`config.mk`:
```
export PLATFORM = sky130hd
export DESIGN_NAME = jsl_link_ctrl
export DESIGN_NICKNAME = d
export VERILOG_FILES = /design/src/jsl_pkg.sv /design/src/jsl_link_ctrl.sv
export SDC_FILE = /design/constraint.sdc
export NUM_CORES = 1
export LEC_CHECK = 0
export BUFFER_PORTS_ARGS = -buffer_cell sky130_fd_sc_hd__buf_4
export CAP_MARGIN = 20
export CORE_ASPECT_RATIO = 1.25
export CORE_MARGIN = 5
export CORE_UTILIZATION = 45
export CTS_BUF_LIST = sky130_fd_sc_hd__clkbuf_16
export CTS_CLUSTER_SIZE = 14
export DETAILED_ROUTE_END_ITERATION = 8
export PLACE_DENSITY = 0.77
export SKIP_CTS_REPAIR_TIMING = 1
export SLEW_MARGIN = 40
export SYNTH_ARGS = -nofsm -noshare
export SYNTH_HDL_FRONTEND = slang
export SYNTH_SLANG_ARGS = --single-unit
```
`constraint.sdc`:
```
create_clock -name clk_i -period 1.55 [get_ports clk_i]
set_input_delay 0.0775 -clock clk_i [delete_from_list [all_inputs] [get_ports clk_i]]
set_output_delay 0.0775 -clock clk_i [all_outputs]
set_load 0.03 [all_outputs]
```
`src/jsl_pkg.sv`:
```
// package for jesd sync link init control
package jsl_pkg;
    localparam logic [7:0] JSL_ILAS_LEN = 8'h03; // ilas multiframes before data
    localparam logic [7:0] JSL_RST_CNT = 8'h00;
    localparam logic [7:0] JSL_SPI_BITS = 8'h10; // read command bits before data out

    typedef enum logic [1:0] {
        JSL_IDLE = 2'b00,
        JSL_CGS = 2'b01,
        JSL_ILAS = 2'b10,
        JSL_DATA = 2'b11
    } jsl_link_t;

    typedef enum logic [1:0] {
        JSL_SP_IDLE = 2'b00,
        JSL_SP_CMD = 2'b01,
        JSL_SP_READ = 2'b10,
        JSL_SP_WRITE = 2'b11
    } jsl_spi_t;

    typedef struct packed {
        logic sync_sel;
        logic mode_64b66b;
        logic link_en;
    } jsl_cfg_t;

    typedef struct packed {
        logic cgs;
        logic ilas;
        logic data;
        logic nco_sync;
    } jsl_lane_t;

    typedef struct packed {
        jsl_link_t link;
        logic sync_q;
        logic [7:0] ilas_cnt;
        jsl_lane_t lane;
        jsl_spi_t sp;
        logic sclk_q;
        logic [7:0] bit_cnt;
        logic [7:0] shift;
        logic sdo;
        logic sdo_oe;
        logic sdi_bit;
        logic sdi_valid;
    } jsl_state_t;
endpackage

```
`src/jsl_link_ctrl.sv`:
```
// jesd sync driven link start-up and serial port pin control
// Overview of operation
// - in 8b/10b with select 0, single-ended active-low sync starts the link.
// - selected sync going low starts code group synchronization on lanes.
// - rising sync after cgs starts the initial lane alignment sequence.
// - in 64b/66b sync never starts the link; it triggers nco sync.
// - select 1 takes sync from the differential timestamp pair.
// - chip select low selects the serial port; high means deselected.
// - serial data output is driven only during a read operation.
// - controller supplies serial clock; data shifts in and out on it.
`timescale 1ns/1ps
module jsl_link_ctrl import jsl_pkg::*; (
    input wire logic clk_i,
    input wire logic rstn_i,
    input wire jsl_cfg_t cfg_i,
    input wire logic sync_single_ended_in_n_i,
    input wire logic timestamp_diff_pair_p_i,
    input wire logic timestamp_diff_pair_n_i,
    input wire logic ilas_mf_i,
    input wire logic serial_port_select_n_i,
    input wire logic sclk_i,
    input wire logic sdi_i,
    input wire logic [7:0] rd_data_i,
    output jsl_lane_t lane_o,
    output logic sdo_o,
    output logic sdo_oe_o,
    output logic sdi_bit_o,
    output logic sdi_valid_o
);
    jsl_state_t st;
    jsl_state_t next_st;
    logic sync_n;
    logic se_sync_n;
    logic pair_sync_n;
    // sclk is sampled by clk, so it must stay well below a quarter of clk
    logic sync_rise;
    logic sync_fall;
    logic sclk_rise;
    logic sclk_fall;

    always_comb begin
        // pair counts low unless p is high and n is low
        se_sync_n = sync_single_ended_in_n_i;
        pair_sync_n = timestamp_diff_pair_p_i & ~timestamp_diff_pair_n_i;
        case (cfg_i.sync_sel)
            1'b0: begin
                sync_n = se_sync_n;
            end
            1'b1: begin
                sync_n = pair_sync_n;
            end
            default: begin
                sync_n = 1'b1;
            end
        endcase
        // sync_q resets high so a high sync after reset is no false rise; a low sync gives a fall
        sync_rise = sync_n & ~st.sync_q;
        sync_fall = ~sync_n & st.sync_q;
        sclk_rise = sclk_i & ~st.sclk_q;
        sclk_fall = ~sclk_i & st.sclk_q;

        next_st = st;
        next_st.sync_q = sync_n;
        next_st.sclk_q = sclk_i;
        next_st.sdi_valid = 1'b0;
        next_st.lane.nco_sync = 1'b0;

        // link start-up state machine
        if (!cfg_i.link_en) begin
            next_st.link = JSL_IDLE;
            next_st.ilas_cnt = JSL_RST_CNT;
        end else if (cfg_i.mode_64b66b) begin
            // sync is only an nco trigger here
            next_st.link = JSL_DATA;
            next_st.lane.nco_sync = sync_fall;
            next_st.ilas_cnt = JSL_RST_CNT;
        end else begin
            case (st.link)
                JSL_IDLE: begin
                    if (!sync_n) begin
                        next_st.link = JSL_CGS;
                    end
                end
                JSL_CGS: begin
                    // repeat cgs until the receiver lets sync go high
                    if (sync_rise) begin
                        next_st.link = JSL_ILAS;
                        next_st.ilas_cnt = JSL_RST_CNT;
                    end
                end
                JSL_ILAS: begin
                    // count multiframes; leave after the last one
                    if (!sync_n) begin
                        next_st.link = JSL_CGS;
                        next_st.ilas_cnt = JSL_RST_CNT;
                    end else if (ilas_mf_i) begin
                        if (st.ilas_cnt == JSL_ILAS_LEN - 8'h01) begin
                            next_st.link = JSL_DATA;
                        end
                        next_st.ilas_cnt = st.ilas_cnt + 8'h01;
                    end
                end
                JSL_DATA: begin
                    if (!sync_n) begin
                        next_st.link = JSL_CGS;
                    end
                end
                default: begin
                    next_st.link = JSL_IDLE;
                end
            endcase
        end

        // lane flags follow the next state so they change with it
        case (next_st.link)
            JSL_IDLE: begin
                next_st.lane.cgs = 1'b0;
                next_st.lane.ilas = 1'b0;
                next_st.lane.data = 1'b0;
            end
            JSL_CGS: begin
                next_st.lane.cgs = 1'b1;
                next_st.lane.ilas = 1'b0;
                next_st.lane.data = 1'b0;
            end
            JSL_ILAS: begin
                next_st.lane.cgs = 1'b0;
                next_st.lane.ilas = 1'b1;
                next_st.lane.data = 1'b0;
            end
            JSL_DATA: begin
                next_st.lane.cgs = 1'b0;
                next_st.lane.ilas = 1'b0;
                next_st.lane.data = 1'b1;
            end
            default: begin
                next_st.lane.cgs = 1'b0;
                next_st.lane.ilas = 1'b0;
                next_st.lane.data = 1'b0;
            end
        endcase

        // serial port: 16 command bits, msb first; msb 1 means read
        if (serial_port_select_n_i) begin
            next_st.sp = JSL_SP_IDLE;
            next_st.sdo_oe = 1'b0;
            next_st.sdo = 1'b0;
            next_st.bit_cnt = JSL_RST_CNT;
            next_st.shift = 8'h00;
        end else begin
            case (st.sp)
                JSL_SP_IDLE: begin
                    // one clk of setup between select and the first sclk edge
                    next_st.sp = JSL_SP_CMD;
                    next_st.bit_cnt = JSL_RST_CNT;
                end
                JSL_SP_CMD: begin
                    if (sclk_rise) begin
                        next_st.sdi_bit = sdi_i;
                        next_st.sdi_valid = 1'b1;
                        if (st.bit_cnt == JSL_RST_CNT) begin
                            next_st.shift[0] = sdi_i;
                        end
                        next_st.bit_cnt = st.bit_cnt + 8'h01;
                        // last command bit: latch read data for the data phase
                        if (st.bit_cnt == JSL_SPI_BITS - 8'h01) begin
                            next_st.sp = st.shift[0] ? JSL_SP_READ : JSL_SP_WRITE;
                            next_st.shift = rd_data_i;
                        end
                    end
                end
                JSL_SP_READ: begin
                    if (sclk_fall) begin
                        next_st.sdo_oe = 1'b1;
                        next_st.sdo = st.shift[7];
                        next_st.shift = {st.shift[6:0], 1'b0};
                    end
                    // data phase still samples sdi on each rise
                    if (sclk_rise) begin
                        next_st.sdi_bit = sdi_i;
                        next_st.sdi_valid = 1'b1;
                    end
                end
                JSL_SP_WRITE: begin
                    // write bits are handed out one by one
                    if (sclk_rise) begin
                        next_st.sdi_bit = sdi_i;
                        next_st.sdi_valid = 1'b1;
                    end
                end
                default: begin
                    next_st.sp = JSL_SP_IDLE;
                end
            endcase
        end
    end

    always_ff @(posedge clk_i) begin
        if (!rstn_i) begin
            st.link <= JSL_IDLE;
            st.sync_q <= 1'b1;
            st.ilas_cnt <= JSL_RST_CNT;
            st.lane <= '0;
            st.sp <= JSL_SP_IDLE;
            st.sclk_q <= 1'b0;
            st.bit_cnt <= JSL_RST_CNT;
            st.shift <= 8'h00;
            st.sdo <= 1'b0;
            st.sdo_oe <= 1'b0;
            st.sdi_bit <= 1'b0;
            st.sdi_valid <= 1'b0;
        end else begin
            st <= next_st;
        end
    end

    assign lane_o = st.lane;
    assign sdo_o = st.sdo;
    assign sdo_oe_o = st.sdo_oe;
    assign sdi_bit_o = st.sdi_bit;
    assign sdi_valid_o = st.sdi_valid;
endmodule

```
==> metrics.yaml, run 1 <==
outcome:
  outcome: "complete, but fails checks"
  failed_checks: "setup timing"
placement:
  hpwl_um: 3250
  globalplace.congestion: 0.918
  placed_area_mm2: 0.00231
  portBuffers: 27
  dp_slack_ns: -0.154
yosys:
  yosysUniqueCellTypes: 47
  synth_ff_type: "dfxtp_1"
  synth_nets: 244
  netlist_area_mm2: 0.00192
  synth-seq-cells: 38
  synth_cells: 218
  avgSynthCellArea_um2: 8.79
  yosysSeqAreaShare_pct: 39.7
  synth_warnings: 0
  ys_async_sr_fraction_pct: 0
  synth_edf_count: 0
floorplan:
  initial_utilization_pct: 46.7
  die_x_um: 68.4
  rows: 26
  ioPinCount: 28
  die_area_mm2: 0.00567
  core_mm2: 0.00410
  die_h_um: 82.9
worst_setup_path:
  startpoint_type: "register"
  endpoint_kind: "register"
  slowest_delay_ns: 0.38
  crit_arrival_ns: 1.79
  crit_chain: "inv_4 -> ha_4 -> mux2_4 -> a31oi_4 -> or4_4 -> a21oi_2"
  worst-endpoint-required_ns: 1.71
  crit_fanout: 14
  crit_slowest_cell: "dfxtp_4"
  path_delay_family: "compound AO/OA/AOI/OAI gates"
  path_class: "register to register"
  crit_buf_inv: 1
power:
  leakage_nw: 0.976
  total_power_mw: 2.41
  vdd_ir_drop_max_uv: 634
  powerDensity_mw_per_mm2: 900
grt:
  antenna_found_initial: 0
  grt_pass1_vias: 1621
  grt_max_degree: 16
  grt_use_met2_pct: 28.1
  grt_use_met3_pct: 4.46
  busiest_layer: "met2"
  gr-usage-met1_pct: 18.7
  track_usage_pct: 16.3
  grt_pass1_wl_um: 7170
  grt-ovfl-total: 0
timing:
  maxSlewHeadroom_pct: 60.6
  min_period_over_period_pct: 105
  rsz0062_at_grt: "yes"
  worst_pin_slew_ns: 0.590
  min_period_ns: 1.62
  finalMaxSlewViolations: 0
  max_freq_ghz: 0.616
  setup_ws_ns: -0.0731
  setup_tns_ns: -0.574
  finalHoldViolCount: 0
  final-setup-viol-count: 11
  skew_ns: 0.00410
clocking:
  clk_latency_ns: 0.28
  cts_tree: "yes"
  cts_buffers: 5
  ctsHtreeMaxLevel: 2
  clk_pin_slew_ns: 0.06
  cts-root-buf: "clkbuf_16"
  clockBufferDepth: 2
  clkSinkCount: 38
detailed_routing:
  drt_iter0_drc: 154
  drc: 0
  drt-total-wl_um: 4800
  vias_per_cell: 5.66
  drtPass1Iterations: 4
  ant_nets: 0
  wl_per_cell_um: 14.9
  vias: 1822
cells_and_area:
  n_antenna_cell: 0
  nets: 291
  utilization_pct: 65.2
  multiInputGateArea_mm2: 0.00123
  finish.instance_area_mm2: 0.00267
  fillers: 339
  area.growth.synth_to_final_pct: 39.6
  drive_above_1_share_pct: 35.3
  regArea_um2: 768
worst_hold_path:
  hp-class: "input port to register"
flow_run:
  maxCapViolCount: 0
[routing by layer]
metal / vias to the layer above / part of all wire (%)
met1: 860 / 39
met3: 11 / 4.9
met4: 0 / 2.5
met2: 52 / 54
met5: - / 0
li1: 899 / -
[logic make-up (layout without fill, tap and decap cells)]
group	after synthesis	count (layout)	synth area share [%]
and+or+nand+nor	89	89	27.8
AOI/OAI and AO/OA	54	54	18.2
DFF	38	38	39.7
buffers and inverters	23	71	6.27
adders and majority gates	6	6	3.92
muxes	6	6	3.27
xor gates and xnor gates	2	2	0.915
[worst register-to-register path: stages (launching register included)]
cell     delay [ns]
dfxtp_4        0.38
inv_4          0.04
ha_4           0.17
mux2_4         0.31
a31oi_4        0.35
or4_4          0.21
a21oi_2        0.05
[layout by cell type, fill, tap and decap left out, types with 4 or more instances in the layout]
master,instances
buf_4,51
dfxtp_1,34
nand2_1,21
a21oi_1,19
nand3_1,11
inv_1,9
nor2_1,9
a22oi_1,7
nand3b_1,5
or4_1,5
clkbuf_16,5
nand2b_1,4
o21ai_0,4
mux2i_1,4
o31ai_1,4
ha_1,4
[sequential cells by signal, summed over array words and instances, names as in the netlist]
name and flops:
lane_o 4, sdi_bit_o 1, sdi_valid_o 1, sdo_o 1
sdo_oe_o 1, st 30
[through the flow]
| step | hold slack (ns) | cells |
|---|---|---|
| global route | 0.0417 | 322 |
| detailed placement | 0.308 | 310 |
| CTS | 0.0223 | 318 |
| floorplan | 0.139 | 218 |
| global placement | 0.301 | 310 |
| finish | 0.0225 | 322 |
[synthesized netlist by cell type, types with 3 or more instances]
cell      instances  share of area (%)
dfxtp_1          38                 40
a21oi_1          21                5.5
nand2_1          21                4.1
inv_1            11                2.2
nand3_1          11                2.9
nor2_1            9                1.8
a22oi_1           7                2.7
ha_1              6                3.9
or4_1             6                2.4
nand3b_1          5                2.0
a31oi_1           4                1.3
and3_1            4                1.3
buf_4             4                1.6
mux2i_1           4                2.1
nand2b_1          4                1.3
nor3b_1           4                1.6
nor4_1            4                1.3
o21ai_0           4                1.0
o31ai_1           4                1.6
a21boi_0          3                1.2
buf_2             3               0.78
clkbuf_1          3               0.59
nor2b_1           3               0.98
nor4bb_1          3                1.6
or3_1             3               0.98
[where the power goes]
group | switching, mW | leakage (nW) | internal, mW
Clock | 0.388 | 0.0836 | 0.752
Sequential | 0.0130 | 0.309 | 0.991
Combinational | 0.135 | 0.584 | 0.128
[area by class of cell]
cell class | instances | area share, %
Timing Repair Buffer | 52 | 14.7
Clock inverter | 3 | 1.50
Multi-Input combinational cell | 157 | 46.1
Inverter | 11 | 1.64
Sequential cell | 38 | 28.7
Tap cell | 56 | 2.62
Clock buffer | 5 | 4.68
[path summary, 6_finish.rpt]
check	from	to	slack, ns	depth (start not counted)
hold / removal	rstn_i	st[35]$_SDFF_PN1_	0.02	2
setup / recovery	st[36]$_SDFF_PN0_	st[30]$_SDFFE_PP0P_	-0.07	6
setup reg to reg	st[36]$_SDFF_PN0_	st[30]$_SDFFE_PP0P_	-0.07	6
hold reg to reg	st[8]$_SDFFE_PP0P_	st[8]$_SDFFE_PP0P_	0.45	2
Power figures use the tool's default switching activity.
==> run 2: changes to the inputs <==
Settings changed: PLACE_DENSITY 0.77 to 0.74.
Clock period 1.55 ns to 1.5 ns, I/O delays scaled along.
==> metrics.yaml, run 2 (synthesized netlist as in run 1, its figures left out) <==
worst_setup_path:
  crit_arrival_ns: 1.89  # +0.10 ns
  slowest_delay_ns: 0.48  # +0.10 ns
  endpoint_kind: "register"
  path_class: "register to register"
  worst-endpoint-required_ns: 1.71  # about the same
  crit_slowest_cell: "or4_1"
  path_delay_family: "simple AND/OR/NAND/NOR gates"
  crit_fanout: 7  # -7
  startpoint_type: "register"
  crit_chain: "inv_4 -> ha_4 -> mux2_4 -> a31oi_4 -> buf_12 -> or4_1 -> a21oi_1"
  crit_buf_inv: 2  # +1
floorplan:
  core_mm2: 0.00410  # unchanged
  rows: 26  # unchanged
  ioPinCount: 28  # unchanged
  die_x_um: 68.4  # unchanged
  initial_utilization_pct: 46.7  # unchanged
  die_area_mm2: 0.00567  # unchanged
  die_h_um: 82.9  # unchanged
flow_run:
  maxCapViolCount: 0  # unchanged
cells_and_area:
  fillers: 331  # -2.4%
  area.growth.synth_to_final_pct: 47.0
  stdcell_count: 333  # +3.4%
  regArea_um2: 773  # +0.65%
  finish.instance_area_mm2: 0.00282  # +5.3%
  multiInputGateArea_mm2: 0.00127  # +2.8%
  drive_above_1_share_pct: 43.0  # +7.6 points
  final_common_cell: "buf_4"
  largest_register_ffs: 30  # unchanged
  n_antenna_cell: 0  # unchanged
  nets: 302  # +3.8%
  utilization_pct: 68.7  # +3.4 points
  mostFrequentLayoutCells: "buf_4, dfxtp_1, nand2_1"
  largest-register: "st"
outcome:
  failed_checks: "setup timing"
  outcome: "complete, but fails checks"
timing:
  min_period_ns: 1.68  # +0.0581 ns
  finalHoldViolCount: 0  # unchanged
  max_freq_ghz: 0.595  # -3.5%
  final-setup-viol-count: 12  # +1
  min_period_over_period_pct: 112  # +7.4 points
  rsz0062_at_grt: "yes"
  worst_pin_slew_ns: 0.618  # +0.0277 ns
  finalMaxSlewViolations: 0  # unchanged
  setup_ws_ns: -0.181  # -0.108 ns
  maxSlewHeadroom_pct: 58.8  # -1.8 points
  skew_ns: 0.00342  # -0.000681 ns
  hold_ws_ns: 0.0176  # -0.00489 ns
clocking:
  clockBufferDepth: 2  # unchanged
  clkSinkCount: 38  # unchanged
  clk_pin_slew_ns: 0.06  # about the same
  cts_buffers: 5  # unchanged
  cts-root-buf: "clkbuf_16"
  ctsHtreeMaxLevel: 2  # unchanged
  clk_latency_ns: 0.28  # about the same
  cts_tree: "yes"
power:
  intPower_mw: 1.79  # -4.4%
  p_switching_uw: 575  # +7.2%
  leakage_nw: 1.03  # +5.5%
  clock_power_share_pct: 42.9  # -4.5 points
  powerDensity_mw_per_mm2: 840  # -6.7%
  vdd_ir_drop_max_uv: 635  # +0.21%
  power_frac_comb_pct: 13.2  # +2.3 points
  seq_power_share_pct: 43.9  # +2.2 points
  swShare_pct: 24.3  # +2.0 points
detailed_routing:
  vias: 1860  # +2.1%
  ant_nets: 0  # unchanged
  drt_iter0_drc: 102  # -34%
  drtPass1Iterations: 4  # unchanged
  drc: 0  # unchanged
  vias_per_cell: 5.59  # -1.3%
  wl_per_cell_um: 15.2  # +1.9%
  drt-total-wl_um: 5060  # +5.4%
placement:
  portBuffers: 27  # unchanged
  placed_area_mm2: 0.00239  # +3.5%
  dp.cells: 319  # +2.9%
  hpwl_um: 3370  # +3.7%
  globalplace.congestion: 0.862  # -6.1%
grt:
  grt_max_degree: 16  # unchanged
  grt_use_met3_pct: 4.19  # -0.27 points
  track_usage_pct: 16.5  # +0.22 points
  grt_pass1_vias: 1751  # +8.0%
  gr-usage-met1_pct: 18.7  # -0.020 points
  grt_use_met2_pct: 27.9  # -0.18 points
  grt_pass1_wl_um: 7400  # +3.3%
  antenna_found_initial: 0  # unchanged
  busiest_layer: "met2"
  grt-ovfl-total: 0  # unchanged
worst_hold_path:
  hp-class: "input port to register"
-- run 2: cell type report --
class | count | area share [%]
Clock buffer | 5 | 4.44
Clock inverter | 3 | 0.578
Inverter | 11 | 1.56
Multi-Input combinational cell | 157 | 45.0
Sequential cell | 38 | 27.5
Tap cell | 56 | 2.49
Timing Repair Buffer | 63 | 18.4
-- run 2: worst reg2reg max path: cells and delay by family, from the launching register on --
family                     cells  cell delay [ns]
buffers and inverters          2             0.20
DFF                            1             0.38
AOI/OAI and AO/OA              2             0.18
and+or+nand+nor                1             0.48
adders and majority gates      1             0.17
muxes                          1             0.21
-- run 2: path summary, 6_finish.rpt --
path                      startpoint  slack (ns)  cells past startpoint             endpoint
setup / recovery   st[36]$_SDFF_PN0_       -0.18                      7  st[31]$_SDFFE_PP0P_
hold / removal                rstn_i        0.02                      2    st[35]$_SDFF_PN1_
setup reg to reg   st[36]$_SDFF_PN0_       -0.18                      7  st[31]$_SDFFE_PP0P_
hold reg to reg   st[6]$_SDFFE_PP0P_        0.45                      2   st[6]$_SDFFE_PP0P_
-- run 2: per-stage QoR --
step | power [mW] | TNS (ns) | setup WS [ns]
after floorplan | 1.19 | 0 | 0.00115
after global placement | 1.29 | -1.08 | -0.130
after detailed placement | 1.29 | -1.57 | -0.197
after CTS | 2.30 | -1.95 | -0.227
after global routing | 2.44 | -2.47 | -0.233
final | 2.36 | -1.60 | -0.181
-- run 2: per-layer routing --
metal	vias up	routed length, µm
met5	-	0
met4	0	107
met3	16	270
met2	60	2670
met1	870	2020
li1	914	-
-- run 2: power groups by stage --
stage	clock network (mW)	logic [mW]	registers (mW)
4_1_cts	1.03	0.236	1.03
3_3_place_gp	0	0.229	1.06
2_1_floorplan	0	0.134	1.06
5_1_grt	1.07	0.333	1.04
6_report	1.01	0.312	1.04
3_5_place_dp	0	0.235	1.06
